## src/hdl/gpib_addr_pkg.sv

```systemverilog
/*
  Constants, register layouts and state encodings for the address-status and address-mode
  block of a bus talker/listener/controller port.
  Assumes an 8-bit host register port, and command bytes that arrive already accepted
  from the acceptor handshake.
*/
package gpib_addr_pkg;

  // ------------------------------------------------------------------
  // host register offsets (port A and port B copies)
  // ------------------------------------------------------------------
  localparam logic [5:0] OFS_STATE_A = 6'h09;
  localparam logic [5:0] OFS_STATE_B = 6'h19;
  localparam logic [5:0] OFS_PASS_A  = 6'h0B;
  localparam logic [5:0] OFS_PASS_B  = 6'h1B;

  // ------------------------------------------------------------------
  // auxiliary command bytes written at the pass-through offset
  // ------------------------------------------------------------------
  localparam logic [7:0] AUX_PON_RELEASE = 8'h00;
  localparam logic [7:0] AUX_CHIP_RESET  = 8'h02;
  localparam logic [7:0] AUX_NON_VALID   = 8'h07;
  localparam logic [7:0] AUX_VALID       = 8'h0F;

  // ------------------------------------------------------------------
  // addressing modes and transceiver select codes
  // ------------------------------------------------------------------
  localparam logic [1:0] MODE_ALONE      = 2'h0;
  localparam logic [1:0] MODE_DUAL       = 2'h1;
  localparam logic [1:0] MODE_EXT_SINGLE = 2'h2;
  localparam logic [1:0] MODE_EXT_DUAL   = 2'h3;
  localparam logic [1:0] XCVR_EOI_PULSE_OUT   = 2'h0;
  localparam logic [1:0] XCVR_CIC_PULSE_OUT   = 2'h1;
  localparam logic [1:0] XCVR_CIC_EOI    = 2'h2;
  localparam logic [1:0] XCVR_CIC_PULLUP = 2'h3;
  localparam logic [7:0] MODE_REG_RESET  = 8'h00;
  localparam logic [7:0] PASS_RESET      = 8'h00;

  // ------------------------------------------------------------------
  // command byte decoding: bits 6..5 give the group, 4..0 the address
  // ------------------------------------------------------------------
  localparam logic [1:0] GRP_UNIVERSAL = 2'h0;
  localparam logic [1:0] GRP_LISTEN    = 2'h1;
  localparam logic [1:0] GRP_TALK      = 2'h2;
  localparam logic [1:0] GRP_SECONDARY = 2'h3;
  localparam logic [4:0] ADDR_NONE     = 5'h1F;
  localparam logic [6:0] CMD_GTL = 7'h01;
  localparam logic [6:0] CMD_SDC = 7'h04;
  localparam logic [6:0] CMD_PPC = 7'h05;
  localparam logic [6:0] CMD_GET = 7'h08;
  localparam logic [6:0] CMD_TCT = 7'h09;
  localparam logic [6:0] CMD_LLO = 7'h11;
  localparam logic [6:0] CMD_DCL = 7'h14;
  localparam logic [6:0] CMD_PPU = 7'h15;
  localparam logic [6:0] CMD_SPE = 7'h18;
  localparam logic [6:0] CMD_SPD = 7'h19;

  // disable bits in the second address register
  localparam int MINOR_SPEAK_OFF_BIT = 6;
  localparam int MINOR_HEAR_OFF_BIT  = 5;

  // ------------------------------------------------------------------
  // register layouts and state
  // ------------------------------------------------------------------
  typedef struct packed {
    logic       speak_alone;
    logic       hear_alone;
    logic       xcvr_sel_hi;
    logic       xcvr_sel_lo;
    logic [1:0] rsvd;
    logic       addr_mode_hi;
    logic       addr_mode_lo;
  } mode_reg_t;

  typedef struct packed {
    logic bus_master_flag;
    logic attention_level;
    logic poll_mode_flag;
    logic hear_primary_flag;
    logic speak_primary_flag;
    logic hearer_on_flag;
    logic speaker_on_flag;
    logic second_identity_flag;
  } addr_state_t;

  typedef struct packed {
    logic speaker;
    logic hearer;
    logic poll;
    logic hear_pri;
    logic speak_pri;
    logic ident;
    logic pend_ident;
    logic undecoded;
  } tl_state_t;

  typedef enum logic [2:0] {
    HOLD_NONE = 3'b001,
    HOLD_ADDR = 3'b010,
    HOLD_CMD  = 3'b100
  } hold_state_t;

endpackage : gpib_addr_pkg

```

## src/hdl/sticky_event.sv

```systemverilog
/*
  One sticky event bit: set by a hardware pulse, cleared by a read strobe.
  Assumes both inputs are synchronous to the system clock.
*/
`timescale 1ns/1ns
`default_nettype none
module sticky_event (
  input  wire logic i_clk_sys,
  input  wire logic i_sys_rst,
  input  wire logic i_set,
  input  wire logic i_clear,
  output logic      o_flag
);

  logic flag_d;
  logic flag_q;

  // set beats clear so an event in the clearing cycle survives
  always_comb begin
    flag_d = flag_q;
    if (i_clear) begin
      flag_d = 1'b0;
    end
    if (i_set) begin
      flag_d = 1'b1;
    end
  end

  always_ff @(posedge i_clk_sys or posedge i_sys_rst) begin
    if (i_sys_rst) begin
      flag_q <= 1'b0;
    end else begin
      flag_q <= flag_d;
    end
  end

  assign o_flag = flag_q;

endmodule : sticky_event
`default_nettype wire

```

## src/hdl/gpib_address_status_mode.sv

```systemverilog
/*
  Addressing part of a bus talker/listener/controller port: address status, address mode,
  pass-through byte, acceptor hold-off and transceiver pin steering.
  Assumes the acceptor handshake stalls while o_accept_hold is high, and that interrupt
  status registers live elsewhere and pulse their read strobes here.
*/
//
// How it works
// - bus master when controller neither idle nor addressed
// - attention flag mirrors the attention line level
// - poll flag sets on poll enable while talker
// - hear primary sets on own extended listen address
// - speak primary sets on own extended talk address
// - hearer flag shows addressed or active listener
// - listener addressing drops talker, and vice versa
// - speaker flag shows addressed, active or poll talker
// - second identity flags minor address, modes 1/3
// - speak alone sets talker; clearing bit alone insufficient
// - hear alone sets listener; clearing bit alone insufficient
// - transceiver select steers the two pin outputs
// - mode field picks alone, dual, extended single, dual
// - mode 1 answers major and minor primary addresses
// - minor talker and listener can be disabled
// - mode 2 needs primary then secondary address
// - mode 3 secondary held for host verdict
// - undecoded commands pass through, handshake held
// - valid and non-valid commands release the hold
// - status change event on speaker, hearer, bus master, identity changes, not alone
// - chip reset idles functions; pon release frees them
`timescale 1ns/1ns
`default_nettype none
module gpib_address_status_mode
  import gpib_addr_pkg::*;
(
  input  wire logic  i_clk_sys,
  input  wire logic  i_sys_rst,
  input  wire logic  [5:0] i_host_addr,
  input  wire logic  i_host_wr,
  input  wire logic  i_host_rd,
  input  wire logic  [7:0] i_host_wdata,
  output logic       [7:0] o_host_rdata,
  input  wire logic  i_isr1_read,
  input  wire logic  i_int_state_reg_two_read,
  input  wire logic  i_passthru_en,
  input  wire logic  [7:0] i_first_addr,
  input  wire logic  [7:0] i_second_addr,
  input  wire logic  i_atn_n,
  input  wire logic  i_ctrl_idle,
  input  wire logic  i_ctrl_addressed,
  input  wire logic  i_cmd_valid,
  input  wire logic  [7:0] i_cmd_byte,
  input  wire logic  i_end_line_drive_on,
  input  wire logic  i_pulse_out,
  input  wire logic  i_pullup_on,
  output logic       o_accept_hold,
  output addr_state_t o_addr_state,
  output mode_reg_t  o_addr_mode,
  output logic       o_second_addr_event,
  output logic       o_passthru_event,
  output logic       o_addr_change_event,
  output logic       o_xcvr_out_two,
  output logic       o_xcvr_out_three
);

  // ------------------------------------------------------------------
  // host decode
  // ------------------------------------------------------------------
  logic at_state;
  logic at_pass;
  logic mode_wr;
  logic aux_wr;
  logic aux_pon;
  logic aux_reset;
  logic aux_valid;
  logic aux_nonvalid;

  // one offset, two registers: reads see status, writes load mode
  assign at_state     = (i_host_addr == OFS_STATE_A) || (i_host_addr == OFS_STATE_B);
  assign at_pass      = (i_host_addr == OFS_PASS_A) || (i_host_addr == OFS_PASS_B);
  assign mode_wr      = i_host_wr && at_state;
  assign aux_wr       = i_host_wr && at_pass;
  assign aux_pon      = aux_wr && (i_host_wdata == AUX_PON_RELEASE);
  assign aux_reset    = aux_wr && (i_host_wdata == AUX_CHIP_RESET);
  assign aux_valid    = aux_wr && (i_host_wdata == AUX_VALID);
  assign aux_nonvalid = aux_wr && (i_host_wdata == AUX_NON_VALID);

  // ------------------------------------------------------------------
  // talker / listener state
  // ------------------------------------------------------------------
  mode_reg_t   mode_d;
  mode_reg_t   mode_q;
  tl_state_t   tl_d;
  tl_state_t   tl_q;
  hold_state_t hold_d;
  hold_state_t hold_q;
  logic        pon_d;
  logic        pon_q;
  logic [7:0]  pass_d;
  logic [7:0]  pass_q;
  logic        addr_set;
  logic        cmd_set;
  logic        cmd_take;
  logic [1:0]  amode;
  logic [1:0]  grp;
  logic [4:0]  adr;
  logic        ext;
  logic        hear_maj;
  logic        hear_min;
  logic        speak_maj;
  logic        speak_min;
  logic        known_cmd;
  logic        bus_master;

  assign amode      = {mode_q.addr_mode_hi, mode_q.addr_mode_lo};
  assign ext        = mode_q.addr_mode_hi;
  assign grp        = i_cmd_byte[6:5];
  assign adr        = i_cmd_byte[4:0];
  assign bus_master = !(i_ctrl_idle || i_ctrl_addressed);
  // commands only land while free of a hold and of the pon hold
  assign cmd_take   = i_cmd_valid && (hold_q == HOLD_NONE) && !pon_q;

  // minor identity only in the dual modes, each half can be switched off
  assign hear_maj  = (adr == i_first_addr[4:0]);
  assign speak_maj = (adr == i_first_addr[4:0]);
  assign hear_min  = mode_q.addr_mode_lo && (adr == i_second_addr[4:0])
                     && !i_second_addr[MINOR_HEAR_OFF_BIT];
  assign speak_min = mode_q.addr_mode_lo && (adr == i_second_addr[4:0])
                     && !i_second_addr[MINOR_SPEAK_OFF_BIT];

  always_comb begin
    case (i_cmd_byte[6:0])
      CMD_GTL, CMD_SDC, CMD_PPC, CMD_GET, CMD_TCT,
      CMD_LLO, CMD_DCL, CMD_PPU, CMD_SPE, CMD_SPD: known_cmd = 1'b1;
      default: known_cmd = 1'b0;
    endcase
  end

  // next state of the whole addressing group
  always_comb begin
    tl_d     = tl_q;
    hold_d   = hold_q;
    pon_d    = pon_q;
    mode_d   = mode_q;
    pass_d   = pass_q;
    addr_set = 1'b0;
    cmd_set  = 1'b0;
    if (mode_wr) begin
      mode_d = mode_reg_t'(i_host_wdata);
    end
    if (aux_pon) begin
      pon_d = 1'b0;
    end
    if (cmd_take) begin
      // primary bytes end any extended or undecoded sequence in progress
      if (grp != GRP_SECONDARY) begin
        tl_d.hear_pri  = ext && (grp == GRP_LISTEN) && (adr != ADDR_NONE)
                         && (hear_maj || hear_min);
        tl_d.speak_pri = ext && (grp == GRP_TALK) && (adr != ADDR_NONE)
                         && (speak_maj || speak_min);
        tl_d.pend_ident = (grp == GRP_LISTEN) ? (hear_min && !hear_maj)
                                              : (speak_min && !speak_maj);
        tl_d.undecoded = (grp == GRP_UNIVERSAL) && i_passthru_en && !known_cmd;
      end
      case (grp)
        GRP_UNIVERSAL: begin
          if ((i_cmd_byte[6:0] == CMD_SPE) && tl_q.speaker) begin
            tl_d.poll = 1'b1;
          end
          if (i_cmd_byte[6:0] == CMD_SPD) begin
            tl_d.poll = 1'b0;
          end
          if (i_passthru_en && !known_cmd) begin
            pass_d  = i_cmd_byte;
            cmd_set = 1'b1;
            hold_d  = HOLD_CMD;
          end
        end
        GRP_LISTEN: begin
          // mode 0 ignores bus addressing, unlisten included
          if ((adr == ADDR_NONE) && (amode != MODE_ALONE)) begin
            tl_d.hearer = 1'b0;
          end else if ((amode == MODE_DUAL) && (hear_maj || hear_min)) begin
            tl_d.hearer  = 1'b1;
            tl_d.speaker = 1'b0;
            tl_d.ident   = hear_min && !hear_maj;
          end
        end
        GRP_TALK: begin
          if ((adr == ADDR_NONE) && (amode != MODE_ALONE)) begin
            tl_d.speaker = 1'b0;
          end else if (amode == MODE_DUAL) begin
            if (speak_maj || speak_min) begin
              tl_d.speaker = 1'b1;
              tl_d.hearer  = 1'b0;
              tl_d.ident   = speak_min && !speak_maj;
            end else begin
              tl_d.speaker = 1'b0; // another talker took the bus
            end
          end
        end
        GRP_SECONDARY: begin
          if (tl_q.undecoded) begin
            pass_d  = i_cmd_byte;
            cmd_set = 1'b1;
            hold_d  = HOLD_CMD;
          end else if ((amode == MODE_EXT_SINGLE) && (adr == i_second_addr[4:0])) begin
            // mode 2 completes in hardware, no host verdict needed
            if (tl_q.hear_pri) begin
              tl_d.hearer  = 1'b1;
              tl_d.speaker = 1'b0;
            end
            if (tl_q.speak_pri) begin
              tl_d.speaker = 1'b1;
              tl_d.hearer  = 1'b0;
            end
          end else if ((amode == MODE_EXT_DUAL) && (tl_q.hear_pri || tl_q.speak_pri)) begin
            pass_d   = i_cmd_byte;
            addr_set = 1'b1;
            hold_d   = HOLD_ADDR;
          end
        end
        default: begin
          tl_d = tl_q;
        end
      endcase
    end
    // host verdict releases the held byte; only valid on an address applies it
    if ((hold_q != HOLD_NONE) && (aux_valid || aux_nonvalid)) begin
      hold_d = HOLD_NONE;
      if ((hold_q == HOLD_ADDR) && aux_valid) begin
        if (tl_q.hear_pri) begin
          tl_d.hearer  = 1'b1;
          tl_d.speaker = 1'b0;
          tl_d.ident   = tl_q.pend_ident;
        end
        if (tl_q.speak_pri) begin
          tl_d.speaker = 1'b1;
          tl_d.hearer  = 1'b0;
          tl_d.ident   = tl_q.pend_ident;
        end
      end
    end
    // alone bits only set roles; clearing them leaves the role standing
    if (!pon_q && mode_q.speak_alone) begin
      tl_d.speaker = 1'b1;
    end
    if (!pon_q && mode_q.hear_alone) begin
      tl_d.hearer = 1'b1;
    end
    // the pon hold keeps every function idle until released
    if (pon_q || aux_reset) begin
      tl_d   = '0;
      hold_d = HOLD_NONE;
    end
    if (aux_reset) begin
      pon_d              = 1'b1;
      mode_d.xcvr_sel_hi = 1'b0;
      mode_d.xcvr_sel_lo = 1'b0;
    end
  end

  // power-up starts in the pon hold, as after a chip reset
  always_ff @(posedge i_clk_sys or posedge i_sys_rst) begin
    if (i_sys_rst) begin
      tl_q   <= '0;
      hold_q <= HOLD_NONE;
      pon_q  <= 1'b1;
      mode_q <= mode_reg_t'(MODE_REG_RESET);
      pass_q <= PASS_RESET;
    end else begin
      tl_q   <= tl_d;
      hold_q <= hold_d;
      pon_q  <= pon_d;
      mode_q <= mode_d;
      pass_q <= pass_d;
    end
  end

  // ------------------------------------------------------------------
  // status view and events
  // ------------------------------------------------------------------
  addr_state_t state_v;
  logic [3:0]  watch_d;
  logic [3:0]  watch_q;
  logic        change_set;

  always_comb begin
    state_v.bus_master_flag      = bus_master;
    state_v.attention_level      = i_atn_n;
    state_v.poll_mode_flag       = tl_q.poll;
    state_v.hear_primary_flag    = tl_q.hear_pri;
    state_v.speak_primary_flag   = tl_q.speak_pri;
    state_v.hearer_on_flag       = tl_q.hearer;
    state_v.speaker_on_flag      = tl_q.speaker;
    state_v.second_identity_flag = tl_q.ident && mode_q.addr_mode_lo;
  end

  assign watch_d = {state_v.speaker_on_flag, state_v.hearer_on_flag,
                    state_v.bus_master_flag, state_v.second_identity_flag};
  // alone modes change roles by software, so they stay silent
  assign change_set = (watch_d != watch_q)
                      && !(mode_q.speak_alone || mode_q.hear_alone);

  // read data registered one cycle after the strobe
  always_ff @(posedge i_clk_sys or posedge i_sys_rst) begin
    if (i_sys_rst) begin
      watch_q      <= 4'h0;
      o_host_rdata <= 8'h00;
    end else begin
      watch_q <= watch_d;
      if (i_host_rd && at_state) begin
        o_host_rdata <= state_v;
      end else if (i_host_rd && at_pass) begin
        o_host_rdata <= pass_q;
      end else if (i_host_rd) begin
        o_host_rdata <= 8'h00;
      end
    end
  end

  sticky_event u_change_event (
    .i_clk_sys (i_clk_sys),
    .i_sys_rst (i_sys_rst),
    .i_set     (change_set),
    .i_clear   (i_int_state_reg_two_read),
    .o_flag    (o_addr_change_event)
  );

  sticky_event u_addr_event (
    .i_clk_sys (i_clk_sys),
    .i_sys_rst (i_sys_rst),
    .i_set     (addr_set),
    .i_clear   (i_isr1_read),
    .o_flag    (o_second_addr_event)
  );

  sticky_event u_pass_event (
    .i_clk_sys (i_clk_sys),
    .i_sys_rst (i_sys_rst),
    .i_set     (cmd_set),
    .i_clear   (i_isr1_read),
    .o_flag    (o_passthru_event)
  );

  // ------------------------------------------------------------------
  // pin steering and outputs
  // ------------------------------------------------------------------
  always_comb begin
    case ({mode_q.xcvr_sel_hi, mode_q.xcvr_sel_lo})
      XCVR_EOI_PULSE_OUT: begin
        o_xcvr_out_two   = i_end_line_drive_on;
        o_xcvr_out_three = i_pulse_out;
      end
      XCVR_CIC_PULSE_OUT: begin
        o_xcvr_out_two   = bus_master;
        o_xcvr_out_three = i_pulse_out;
      end
      XCVR_CIC_EOI: begin
        o_xcvr_out_two   = bus_master;
        o_xcvr_out_three = i_end_line_drive_on;
      end
      default: begin // board expects this code
        o_xcvr_out_two   = bus_master;
        o_xcvr_out_three = i_pullup_on;
      end
    endcase
  end

  assign o_accept_hold = (hold_q != HOLD_NONE);
  assign o_addr_state  = state_v;
  assign o_addr_mode   = mode_q;
endmodule : gpib_address_status_mode
`default_nettype wire

```

## config.mk

```make
export PLATFORM = sky130hd
export DESIGN_NAME = gpib_address_status_mode
export DESIGN_NICKNAME = d
export VERILOG_FILES = /design/src/hdl/gpib_addr_pkg.sv /design/src/hdl/sticky_event.sv /design/src/hdl/gpib_address_status_mode.sv
export SDC_FILE = /design/constraint.sdc
export NUM_CORES = 1
export LEC_CHECK = 0
export BUFFER_PORTS_ARGS = -buffer_cell sky130_fd_sc_hd__buf_2
export CAP_MARGIN = 20
export CORE_MARGIN = 3
export CORE_UTILIZATION = 44
export DETAILED_ROUTE_END_ITERATION = 6
export GPL_TIMING_DRIVEN = 0
export PLACE_DENSITY = 0.71
export SLEW_MARGIN = 20
export SYNTH_ARGS = -nofsm -noshare
export SYNTH_HDL_FRONTEND = slang
export SYNTH_SLANG_ARGS = --single-unit
```

## constraint.sdc

```tcl
create_clock -name i_clk_sys -period 4.7 [get_ports i_clk_sys]
set_clock_uncertainty 0.05 [all_clocks]
set_input_delay 0.94 -clock i_clk_sys [delete_from_list [all_inputs] [get_ports i_clk_sys]]
set_output_delay 0.94 -clock i_clk_sys [all_outputs]
set_load 0.05 [all_outputs]
```

==> out/results.txt, run 1 <==
Router iterations before antenna repair -> 4
Synth unique cells -> 62
Worst Path Arrival -> 1.81 ns
Starting density of the core -> 45.9%
Synth Cell Area -> 2560 sq um
Post-DP HPWL -> 4900 um
Net count after synthesis -> 316
Tightest Hold Check Type -> flip-flop to flip-flop
Initial antenna violation count -> 0
Slew Viols, Final -> 0
# H-tree levels -> 2
LEAKAGE -> 0.00152 uW
Drt wl/cell -> 15.5 um
Root Buffer -> clkbuf_8
WL final -> 6400 um
Synthesized netlist cell count -> 260
Layout cells sized above 1 -> 34.0%
CTS max path bufs -> 2
Unrepaired setup endpoints after global routing -> no
Clk slew on worst S/H paths -> 0.08 ns
IO Count -> 82
Slew of the pin with the lowest slew margin -> 0.520 ns
Core ar. -> 5570 sq um
Period utilization -> 59.5%
FF+latch count, synth -> 43
Post-synthesis adder-cell area fraction -> 1.96%
Vias per std cell -> 5.41
First-pass GRT wire length -> 9870 um
Initial drt markers -> 112
Slowest-stage cell, CP -> nor2_1
Non-Filler Instances -> 413
CP top delay family -> buffers and inverters
Mean Syn Cell Area -> 9.84 sq um
Main area contributors after synthesis -> dfrtp_1, a21oi_1, mux2_1
CP endpoint -> o_xcvr_out_two
Async SR Flop Fraction -> 100%
Crit path launch type -> input port
Crit path required time -> 3.71 ns
Chip width -> 82.2 um
Setup TNS -> 0 ns
Worst VDD drop -> 203 uV
Largest net degree at the start of global routing -> 32
Max_cap viols -> 0
Synth Area in Compound Gates -> 17.0%
Setup bufs post-CTS -> 0
R2R Setup Slk -> 2.64 ns
CP Depth -> 4
GRT Overall Usage -> 19.2%
Bufs and invs on worst path -> 2
Reg2Reg Launch Point -> hold_q[0]
FP Rows -> 27
Mux contribution to synthesized area -> 8.22%
CTS Sinks -> 43
Fmax -> 358 MHz
PwrDens -> 359 nW/um^2
Post-synthesis simple-gate area fraction -> 18.7%
Commonest non-fill, non-tap cells in the layout -> buf_2, dfrtp_1, nor2_1
Die area -> 6760 sq um
Vias in the first global route -> 2028
Synth Area in XOR/XNOR -> 4.79%
Post-synth EDFFs -> 0
Critical path endpoint category -> output pin
Register area share after synthesis -> 42.2%
N_diodes -> 0
Vias -> 2233
CP max stage delay -> 0.29 ns
Final Setup Violations -> 0
CTS Buf Count -> 5
R2r worst-path depth -> 6
Outcome -> complete, no violations
GRT overflow -> 0
Worst setup path start -> i_ctrl_addressed
# placed instances -> 405
Top-area cell type share of the netlist area -> 40.1%
Main synth FF type -> dfrtp_1
Crit Path Category -> input port to output pin
Largest area contributor in the netlist -> dfrtp_1
Routability cong. -> 0.965
Final net count -> 396
Clk_lat worst skew -> 0.29 ns
Area grow syn2layout -> 23.7%
DRT antenna net count -> 0
Final-layout fill cell count -> 521
CP cell instances -> buf_2 > nor2_1 > mux2_2 > buf_2
Leading cell type in the layout, fill and taps excluded -> buf_2
Fin. Hold Viols -> 0
R2r endpoint -> pass_q[1]
Yosys Warn Count -> 0
Largest fanout on the critical path -> 5
Relative slew margins -> 65.0%
# DRC -> 0
CTS resizes -> 0
Die Span Y -> 82.2 um
CTS tree -> yes
Fin crit period -> 2.80 ns
Cts hold-fix bufs -> 0
CP most frequent cell -> buf_2
Largest family of logic cells by synthesized area -> simple AND/OR/NAND/NOR gates
Port Buf Inserts -> 72
[Yosys cell counts (2+ instances only)]
library cell and count:
mux2i_1 3, ha_1 4, nand2_1 11, xor2_1 8, nor2b_1 4, mux2_2 8
inv_1 10, a21oi_1 21, and3_1 3, mux2_1 8, a31oi_1 2, buf_2 4
clkbuf_1 3, nand4bb_1 2, buf_4 8, a22oi_1 8, o32ai_1 3, nand3_1 4
nor3_1 10, xnor2_1 6, o21ai_1 3, a21o_1 2, o2111ai_1 2, dfstp_2 2
nand2b_1 4, o21ai_0 5, nand4_1 7, dfrtp_1 41, buf_6 3, nor2_1 24
a31o_1 3, and2_1 4
[layer usage]
metal | vias to the layer above | wire, um | track usage, % | share of wire, %
met5 | - | 0 | 0 | 0
met3 | 12 | 346 | 4.12 | 5.4
li1 | 1099 | - | - | -
met2 | 65 | 3070 | 31.6 | 48
met4 | 0 | 94 | 4.49 | 1.5
met1 | 1057 | 2890 | 25.8 | 45
[power by group]
| part | switching, uW | internal [uW] |
|---|---|---|
| logic | 221 | 115 |
| registers | 42.0 | 416 |
| clock network | 128 | 212 |
[registers in the layout (all words and copies together), names as in the netlist]
name,flops
o_addr_mode,7
u_pass_event.o_flag,1
o_host_rdata,8
pass_q,8
o_addr_state,5
pon_q,1
ext,1
watch_q,4
tl_q,3
hold_q,3
u_change_event.o_flag,1
u_addr_event.o_flag,1
[cell type report]
cell class / instances / area [sq um] / share of cell area, %
Buffer: 21 / 145 / 4.59
Clock inverter: 3 / 67.6 / 2.14
Sequential cell: 43 / 1080 / 34.1
Inverter: 10 / 37.5 / 1.19
Clock buffer: 5 / 68.8 / 2.17
Tap cell: 72 / 90.1 / 2.85
Multi-Input combinational cell: 186 / 1300 / 41.0
Timing Repair Buffer: 73 / 380 / 12.0
[metrics by stage]
step                area [sq um]  total power, uW  util, %  hold slack, ns  setup WS, ns
global route                3160             1190     56.8           0.459          1.84
global placement            3010              794     54.0           0.418          1.89
floorplan                   2560              708        -           0.401          1.91
detailed placement          3030              804     54.3           0.425          1.88
finish                      3160             1130     56.8           0.442          1.90
CTS                         3160             1150     56.8           0.444          1.88
[cells by family after synthesis]
logic type,Yosys count
AOI/OAI and AO/OA,63
buffers and inverters,31
DFF,43
and+or+nand+nor,86
muxes,19
adders and majority gates,4
xor gates and xnor gates,14
[worst reg2reg max path, stage by stage, from the launching register on]
cell and delay [ns]:
dfstp_2 0.57, nand4bb_1 0.16, buf_2 0.23, a31oi_1 0.19, o21ai_2 0.13, nor2_4 0.25
mux2_1 0.36
[worst min path at each step]
stage                                from          to  slack (ns)  cells after the start
after global routing            pass_q[4]   pass_q[4]        0.46                      1
after detailed placement        pass_q[4]   pass_q[4]        0.42                      1
after global placement          pass_q[5]   pass_q[5]        0.42                      1
final                           pass_q[0]   pass_q[0]        0.44                      1
after CTS                       pass_q[4]   pass_q[4]        0.44                      1
after floorplan           o_addr_state[1]  watch_q[3]        0.40                      0
Note: power is estimated with default switching activity, not from simulation.
==> inputs of run 2 (changes only) <==
--- a/config.mk
+++ b/config.mk
@@ -5,13 +5,14 @@
 export SDC_FILE = /design/constraint.sdc
 export NUM_CORES = 1
 export LEC_CHECK = 0
+export ABC_AREA = 1
 export BUFFER_PORTS_ARGS = -buffer_cell sky130_fd_sc_hd__buf_2
 export CAP_MARGIN = 20
 export CORE_MARGIN = 3
 export CORE_UTILIZATION = 44
 export DETAILED_ROUTE_END_ITERATION = 6
 export GPL_TIMING_DRIVEN = 0
-export PLACE_DENSITY = 0.71
+export PLACE_DENSITY = 0.73
 export SLEW_MARGIN = 20
 export SYNTH_ARGS = -nofsm -noshare
 export SYNTH_HDL_FRONTEND = slang
==> constraint.sdc (replaced) <==
create_clock -name i_clk_sys -period 2.5 [get_ports i_clk_sys]
set_clock_uncertainty 0.05 [all_clocks]
set_input_delay 0.5 -clock i_clk_sys [delete_from_list [all_inputs] [get_ports i_clk_sys]]
set_output_delay 0.5 -clock i_clk_sys [all_outputs]
set_load 0.05 [all_outputs]
==> out/results.txt, run 2 <==
Slowest-stage cell, CP -> nor2_1
Router iterations before antenna repair -> 4
FP Rows -> 27
Slew of the pin with the lowest slew margin -> 0.499 ns
Routability cong. -> 0.891
Drt wl/cell -> 13.9 um
Setup bufs post-CTS -> 0
Largest net degree at the start of global routing -> 27
CTS Sinks -> 43
Finished Cell Area -> 3180 sq um
Commonest non-fill, non-tap cells in the layout -> nand2_1, buf_2, dfrtp_1
Unrepaired setup endpoints after global routing -> no
Core ar. -> 5610 sq um
N_diodes -> 0
CTS max path bufs -> 2
# DRC -> 0
# H-tree levels -> 2
Die area -> 6840 sq um
GRT overflow -> 0
FF+latch count, synth -> 43
Clk pwr share -> 30.8%
Yosys Warn Count -> 0
Post-synth EDFFs -> 0
Sequential share of power -> 43.7%
Max_cap viols -> 0
Top-area cell type share of the netlist area -> 39.6%
Port Buf Inserts -> 73
Crit path required time -> 2.64 ns
CP max stage delay -> 0.34 ns
LEAKAGE -> 0.00166 uW
Vias -> 2431
Worst Path Arrival -> 2.27 ns
Combinational share of power -> 25.6%
Leading cell type in the layout, fill and taps excluded -> nand2_1
Root Buffer -> clkbuf_8
CTS tree -> yes
Reg area -> 1080 sq um
Reg2Reg Launch Point -> hold_q[0]
Area grow syn2layout -> 22.7%
Net count after synthesis -> 385
Multi-input gate area -> 1230 sq um
Vias per std cell -> 5.03
CTS resizes -> 0
GRT Overall Usage -> 20.7%
Main synth FF type -> dfrtp_1
Synthesized netlist cell count -> 329
Synth unique cells -> 39
Vias in the first global route -> 2305
Crit path launch type -> input port
R2R Setup Slk -> 0.56 ns
Layout cells sized above 1 -> 29.0%
CP cell instances -> buf_2 > ha_1 > inv_1 > nor2_1 > inv_1 > o211ai_4 > nor2_4 > buf_6 > o21a_1
IO Count -> 82
DRT antenna net count -> 0
Worst VDD drop -> 299 uV
R2r worst-path depth -> 13
First-pass GRT wire length -> 10700 um
WL final -> 6710 um
Chip width -> 82.7 um
Final net count -> 466
Register area share after synthesis -> 41.6%
CTS Buf Count -> 5
R2r endpoint -> o_addr_state[1]
Final-layout fill cell count -> 568
DP Area -> 3070 sq um
Sw frac -> 34.2%
Outcome -> complete, no violations
CP most frequent cell -> inv_1
Initial drt markers -> 133
Final Setup Violations -> 0
Die Span Y -> 82.7 um
Tightest Hold Check Type -> input port to asynchronous set/reset pin
Fmax -> 470 MHz
Synth Cell Area -> 2590 sq um
Most common library cells after synthesis -> nand2_1, dfrtp_1, inv_1
PwrDens -> 551 nW/um^2
Critical path endpoint category -> flip-flop
Initial antenna violation count -> 0
Setup TNS -> 0 ns
Clk_lat worst skew -> 0.30 ns
Mean Syn Cell Area -> 7.87 sq um
Crit Path Category -> input port to flip-flop
Cts hold-fix bufs -> 0
Sw power -> 599 uW
Pwr Total -> 1750 uW
Post-DP HPWL -> 5380 um
Period utilization -> 85.2%
Starting density of the core -> 46.2%
Fin crit period -> 2.13 ns
Clk slew on worst S/H paths -> 0.08 ns
Most frequent cell after synthesis -> nand2_1
P_int -> 1150 uW
Relative slew margins -> 66.6%
Slew Viols, Final -> 0
Main area contributors after synthesis -> dfrtp_1, nand2_1, inv_1
Largest fanout on the critical path -> 10
Largest area contributor in the netlist -> dfrtp_1
Fin. Hold Viols -> 0
Async SR Flop Fraction -> 100%
-- run 2: cell types whose count changed after synthesis, moves of 8 or more --
cell and change:
nand2_1 +66, mux2_1 -8, a21oi_1 -12, o21ai_0 +12, mux2_2 -8, nand3_1 +12
inv_1 +31, a22oi_1 -8
-- run 2: through the flow --
stage / std cells / worst slack (ns) / hold WS [ns] / util (%)
3_3_place_gp: 474 / 0.0803 / 0.409 / 54.3
2_1_floorplan: 329 / 0.391 / 0.381 / -
6_report: 483 / 0.370 / 0.131 / 56.7
4_1_cts: 483 / 0.391 / 0.137 / 56.7
3_5_place_dp: 475 / 0.0845 / 0.418 / 54.7
5_1_grt: 483 / 0.248 / 0.150 / 56.7
-- run 2: layout make-up --
type                       count  area share, %
multi-input combinational    227           38.7
sequential                    43           33.9
timing repair buffer          74           12.1
inverter                      47           5.55
buffer                        12           3.31
tap                           72           2.83
clock buffer                   5           2.17
clock inverter                 3           1.38
-- run 2: cells by family (layout without fill, tap and decap cells) --
logic type / after synthesis / in the layout / synth area share [%]
compound gates: 56 / 56 / 14.7
xor+xnor: 12 / 12 / 4.06
fa+ha+maj: 4 / 4 / 1.93
buf+inv: 59 / 141 / 10.9
flops: 43 / 43 / 41.6
simple gates: 155 / 155 / 26.8
-- run 2: per-layer routing --
layer  vias up  GRT usage [%]  wire, um
met2        65           33.4      3180
met5         -              0         0
met3         8           4.12       374
li1       1243              -         -
met4         0           6.54        80
met1      1115           27.8      3070
-- run 2: power by group through the flow --
stage,clock network (uW),logic [uW],registers [uW]
global route,583,483,771
CTS,550,450,765
detailed placement,0,448,779
finish,539,448,765
global placement,0,438,777
floorplan,0,208,882
-- run 2: worst max path at each step --
| stage | from | endpoint | slack, ns | cells past startpoint |
|---|---|---|---|---|
| after global routing | i_cmd_byte[6] | hold_q[0] | 0.25 | 8 |
| after detailed placement | i_cmd_byte[5] | pass_q[4] | 0.08 | 9 |
| after floorplan | o_addr_mode[4] | o_xcvr_out_three | 0.39 | 3 |
| after CTS | i_cmd_byte[5] | pass_q[4] | 0.39 | 9 |
| final | i_cmd_byte[6] | pass_q[5] | 0.37 | 9 |
| after global placement | i_cmd_byte[5] | hold_q[2] | 0.08 | 9 |
-- run 2: critical path, delay by kind of cell --
family	cells	cell delay [ns]
fa+ha+maj	1	0.28
buf+inv	4	0.59
simple gates	2	0.41
compound gates	2	0.49
==> inputs of run 3 (changes only) <==
--- a/config.mk
+++ b/config.mk
@@ -6,13 +6,12 @@
 export NUM_CORES = 1
 export LEC_CHECK = 0
 export ABC_AREA = 1
-export BUFFER_PORTS_ARGS = -buffer_cell sky130_fd_sc_hd__buf_2
 export CAP_MARGIN = 20
 export CORE_MARGIN = 3
-export CORE_UTILIZATION = 44
+export CORE_UTILIZATION = 45
 export DETAILED_ROUTE_END_ITERATION = 6
+export DONT_BUFFER_PORTS = 1
 export GPL_TIMING_DRIVEN = 0
-export PLACE_DENSITY = 0.73
 export SLEW_MARGIN = 20
 export SYNTH_ARGS = -nofsm -noshare
 export SYNTH_HDL_FRONTEND = slang
==> out/results.txt, run 3 (synthesis gave the netlist of run 2 again) <==
Worst Path Arrival -> 1.83 ns
N_diodes -> 0
Slowest-stage cell, CP -> dfrtp_1
GRT Overall Usage -> 19.5%
Routability cong. -> 0.909
Critical path endpoint category -> output pin
Largest net degree at the start of global routing -> 24
Tightest Hold Check Type -> input port to asynchronous set/reset pin
Clk_lat worst skew -> 0.30 ns
Slew of the pin with the lowest slew margin -> 0.692 ns
Worst VDD drop -> 305 uV
Unrepaired setup endpoints after global routing -> no
Commonest non-fill, non-tap cells in the layout -> nand2_1, dfrtp_1, inv_1
Chip width -> 81.9 um
Vias per std cell -> 5.44
Fmax -> 420 MHz
Fin. Hold Viols -> 0
Area grow syn2layout -> 7.87%
Root Buffer -> clkbuf_8
FP Rows -> 26
Final Setup Violations -> 0
WL final -> 6350 um
Post-Route Hold Slack -> 0.0564 ns
Fin crit period -> 2.38 ns
Finished Cell Area -> 2790 sq um
Crit path required time -> 1.95 ns
R2r worst-path depth -> 13
Vias -> 2219
Layout cells sized above 1 -> 13.6%
Max_cap viols -> 0
CTS tree -> yes
Starting density of the core -> 48.5%
Crit Path Category -> flip-flop to output pin
Period utilization -> 95.2%
Crit path launch type -> flip-flop
R2R Setup Slk -> 0.30 ns
Final worst setup slack -> 0.119 ns
First-pass GRT wire length -> 9970 um
CTS Buf Count -> 5
Post-DP HPWL -> 5050 um
Initial drt markers -> 125
Leading cell type in the layout, fill and taps excluded -> nand2_1
Outcome -> complete, no violations
# DRC -> 0
Relative slew margins -> 53.8%
Setup TNS -> 0 ns
Largest fanout on the critical path -> 7
LEAKAGE -> 0.00133 uW
Core ar. -> 5340 sq um
CP cell instances -> nand2_1 > inv_1
IO Count -> 82
Port Buf Inserts -> 0
PwrDens -> 564 nW/um^2
DRT antenna net count -> 0
Cts hold-fix bufs -> 0
Router iterations before antenna repair -> 4
CP max stage delay -> 0.80 ns
Vias in the first global route -> 2074
DP Area -> 2710 sq um
Die Span Y -> 81.9 um
R2r endpoint -> o_addr_state[1]
Die area -> 6700 sq um
Initial antenna violation count -> 0
Reg2Reg Launch Point -> hold_q[0]
Drt wl/cell -> 15.6 um
Pwr Total -> 1580 uW
Final net count -> 393
CTS Sinks -> 43
Pre-CTS setup slack -> 0.322 ns
CTS max path bufs -> 2
# H-tree levels -> 2
Slew Viols, Final -> 0
Clk slew on worst S/H paths -> 0.09 ns
GRT overflow -> 0
[run 3: cell type report]
cell class,count,area [sq um]
Buffer,12,105
Clock buffer,6,72.6
Clock inverter,2,12.5
Fill cell,539,2540
Inverter,47,176
Multi-Input combinational cell,227,1230
Sequential cell,43,1080
Tap cell,70,87.6
Timing Repair Buffer,1,27.5
[run 3: worst max-delay path by stage]
stage	depth (start not counted)	to	slack, ns	from
floorplan	3	o_xcvr_out_three	0.39	o_addr_mode[4]
global placement	13	o_addr_state[2]	0.32	hold_q[0]
detailed placement	3	o_xcvr_out_three	0.32	o_addr_mode[4]
CTS	2	o_addr_state[0]	0.11	o_addr_mode[0]
global route	2	o_addr_state[0]	0.02	o_addr_mode[0]
finish	2	o_addr_state[0]	0.12	o_addr_mode[0]
[run 3: worst max-delay path, delay by kind of cell, from the launching register on]
family,cells,cell delay [ns]
buf+inv,1,0.44
flops,1,0.80
simple gates,1,0.29
[run 3: metrics by stage]
step / util [%] / cells
finish: 52.4 / 408
CTS: 52.4 / 408
global placement: 50.2 / 399
global route: 52.4 / 408
floorplan: - / 329
detailed placement: 50.7 / 400
[run 3: power breakdown]
part           total, uW  internal [uW]  switching (uW)
Sequential           880            729             151
Combinational        254           75.4             178
Clock                443            196             248
Total               1580           1000             577
[run 3: routing by layer]
| metal | part of all wire (%) | global-route usage (%) | routed length (um) | vias up |
|---|---|---|---|---|
| met5 | 0 | 0 | 0 | - |
| met4 | 1.1 | 6.15 | 71 | 0 |
| met3 | 6.9 | 4.82 | 435 | 6 |
| met2 | 45 | 30.3 | 2880 | 75 |
| met1 | 47 | 26.8 | 2960 | 1042 |
| li1 | - | - | - | 1096 |
[run 3: repair_timing]
item | in CTS | in global routing
endpoints found under the setup margin | 1 | 0
buffers inserted | 0 | 0
hold endpoints to repair | 0 | 0
resized for setup | 1 | 0
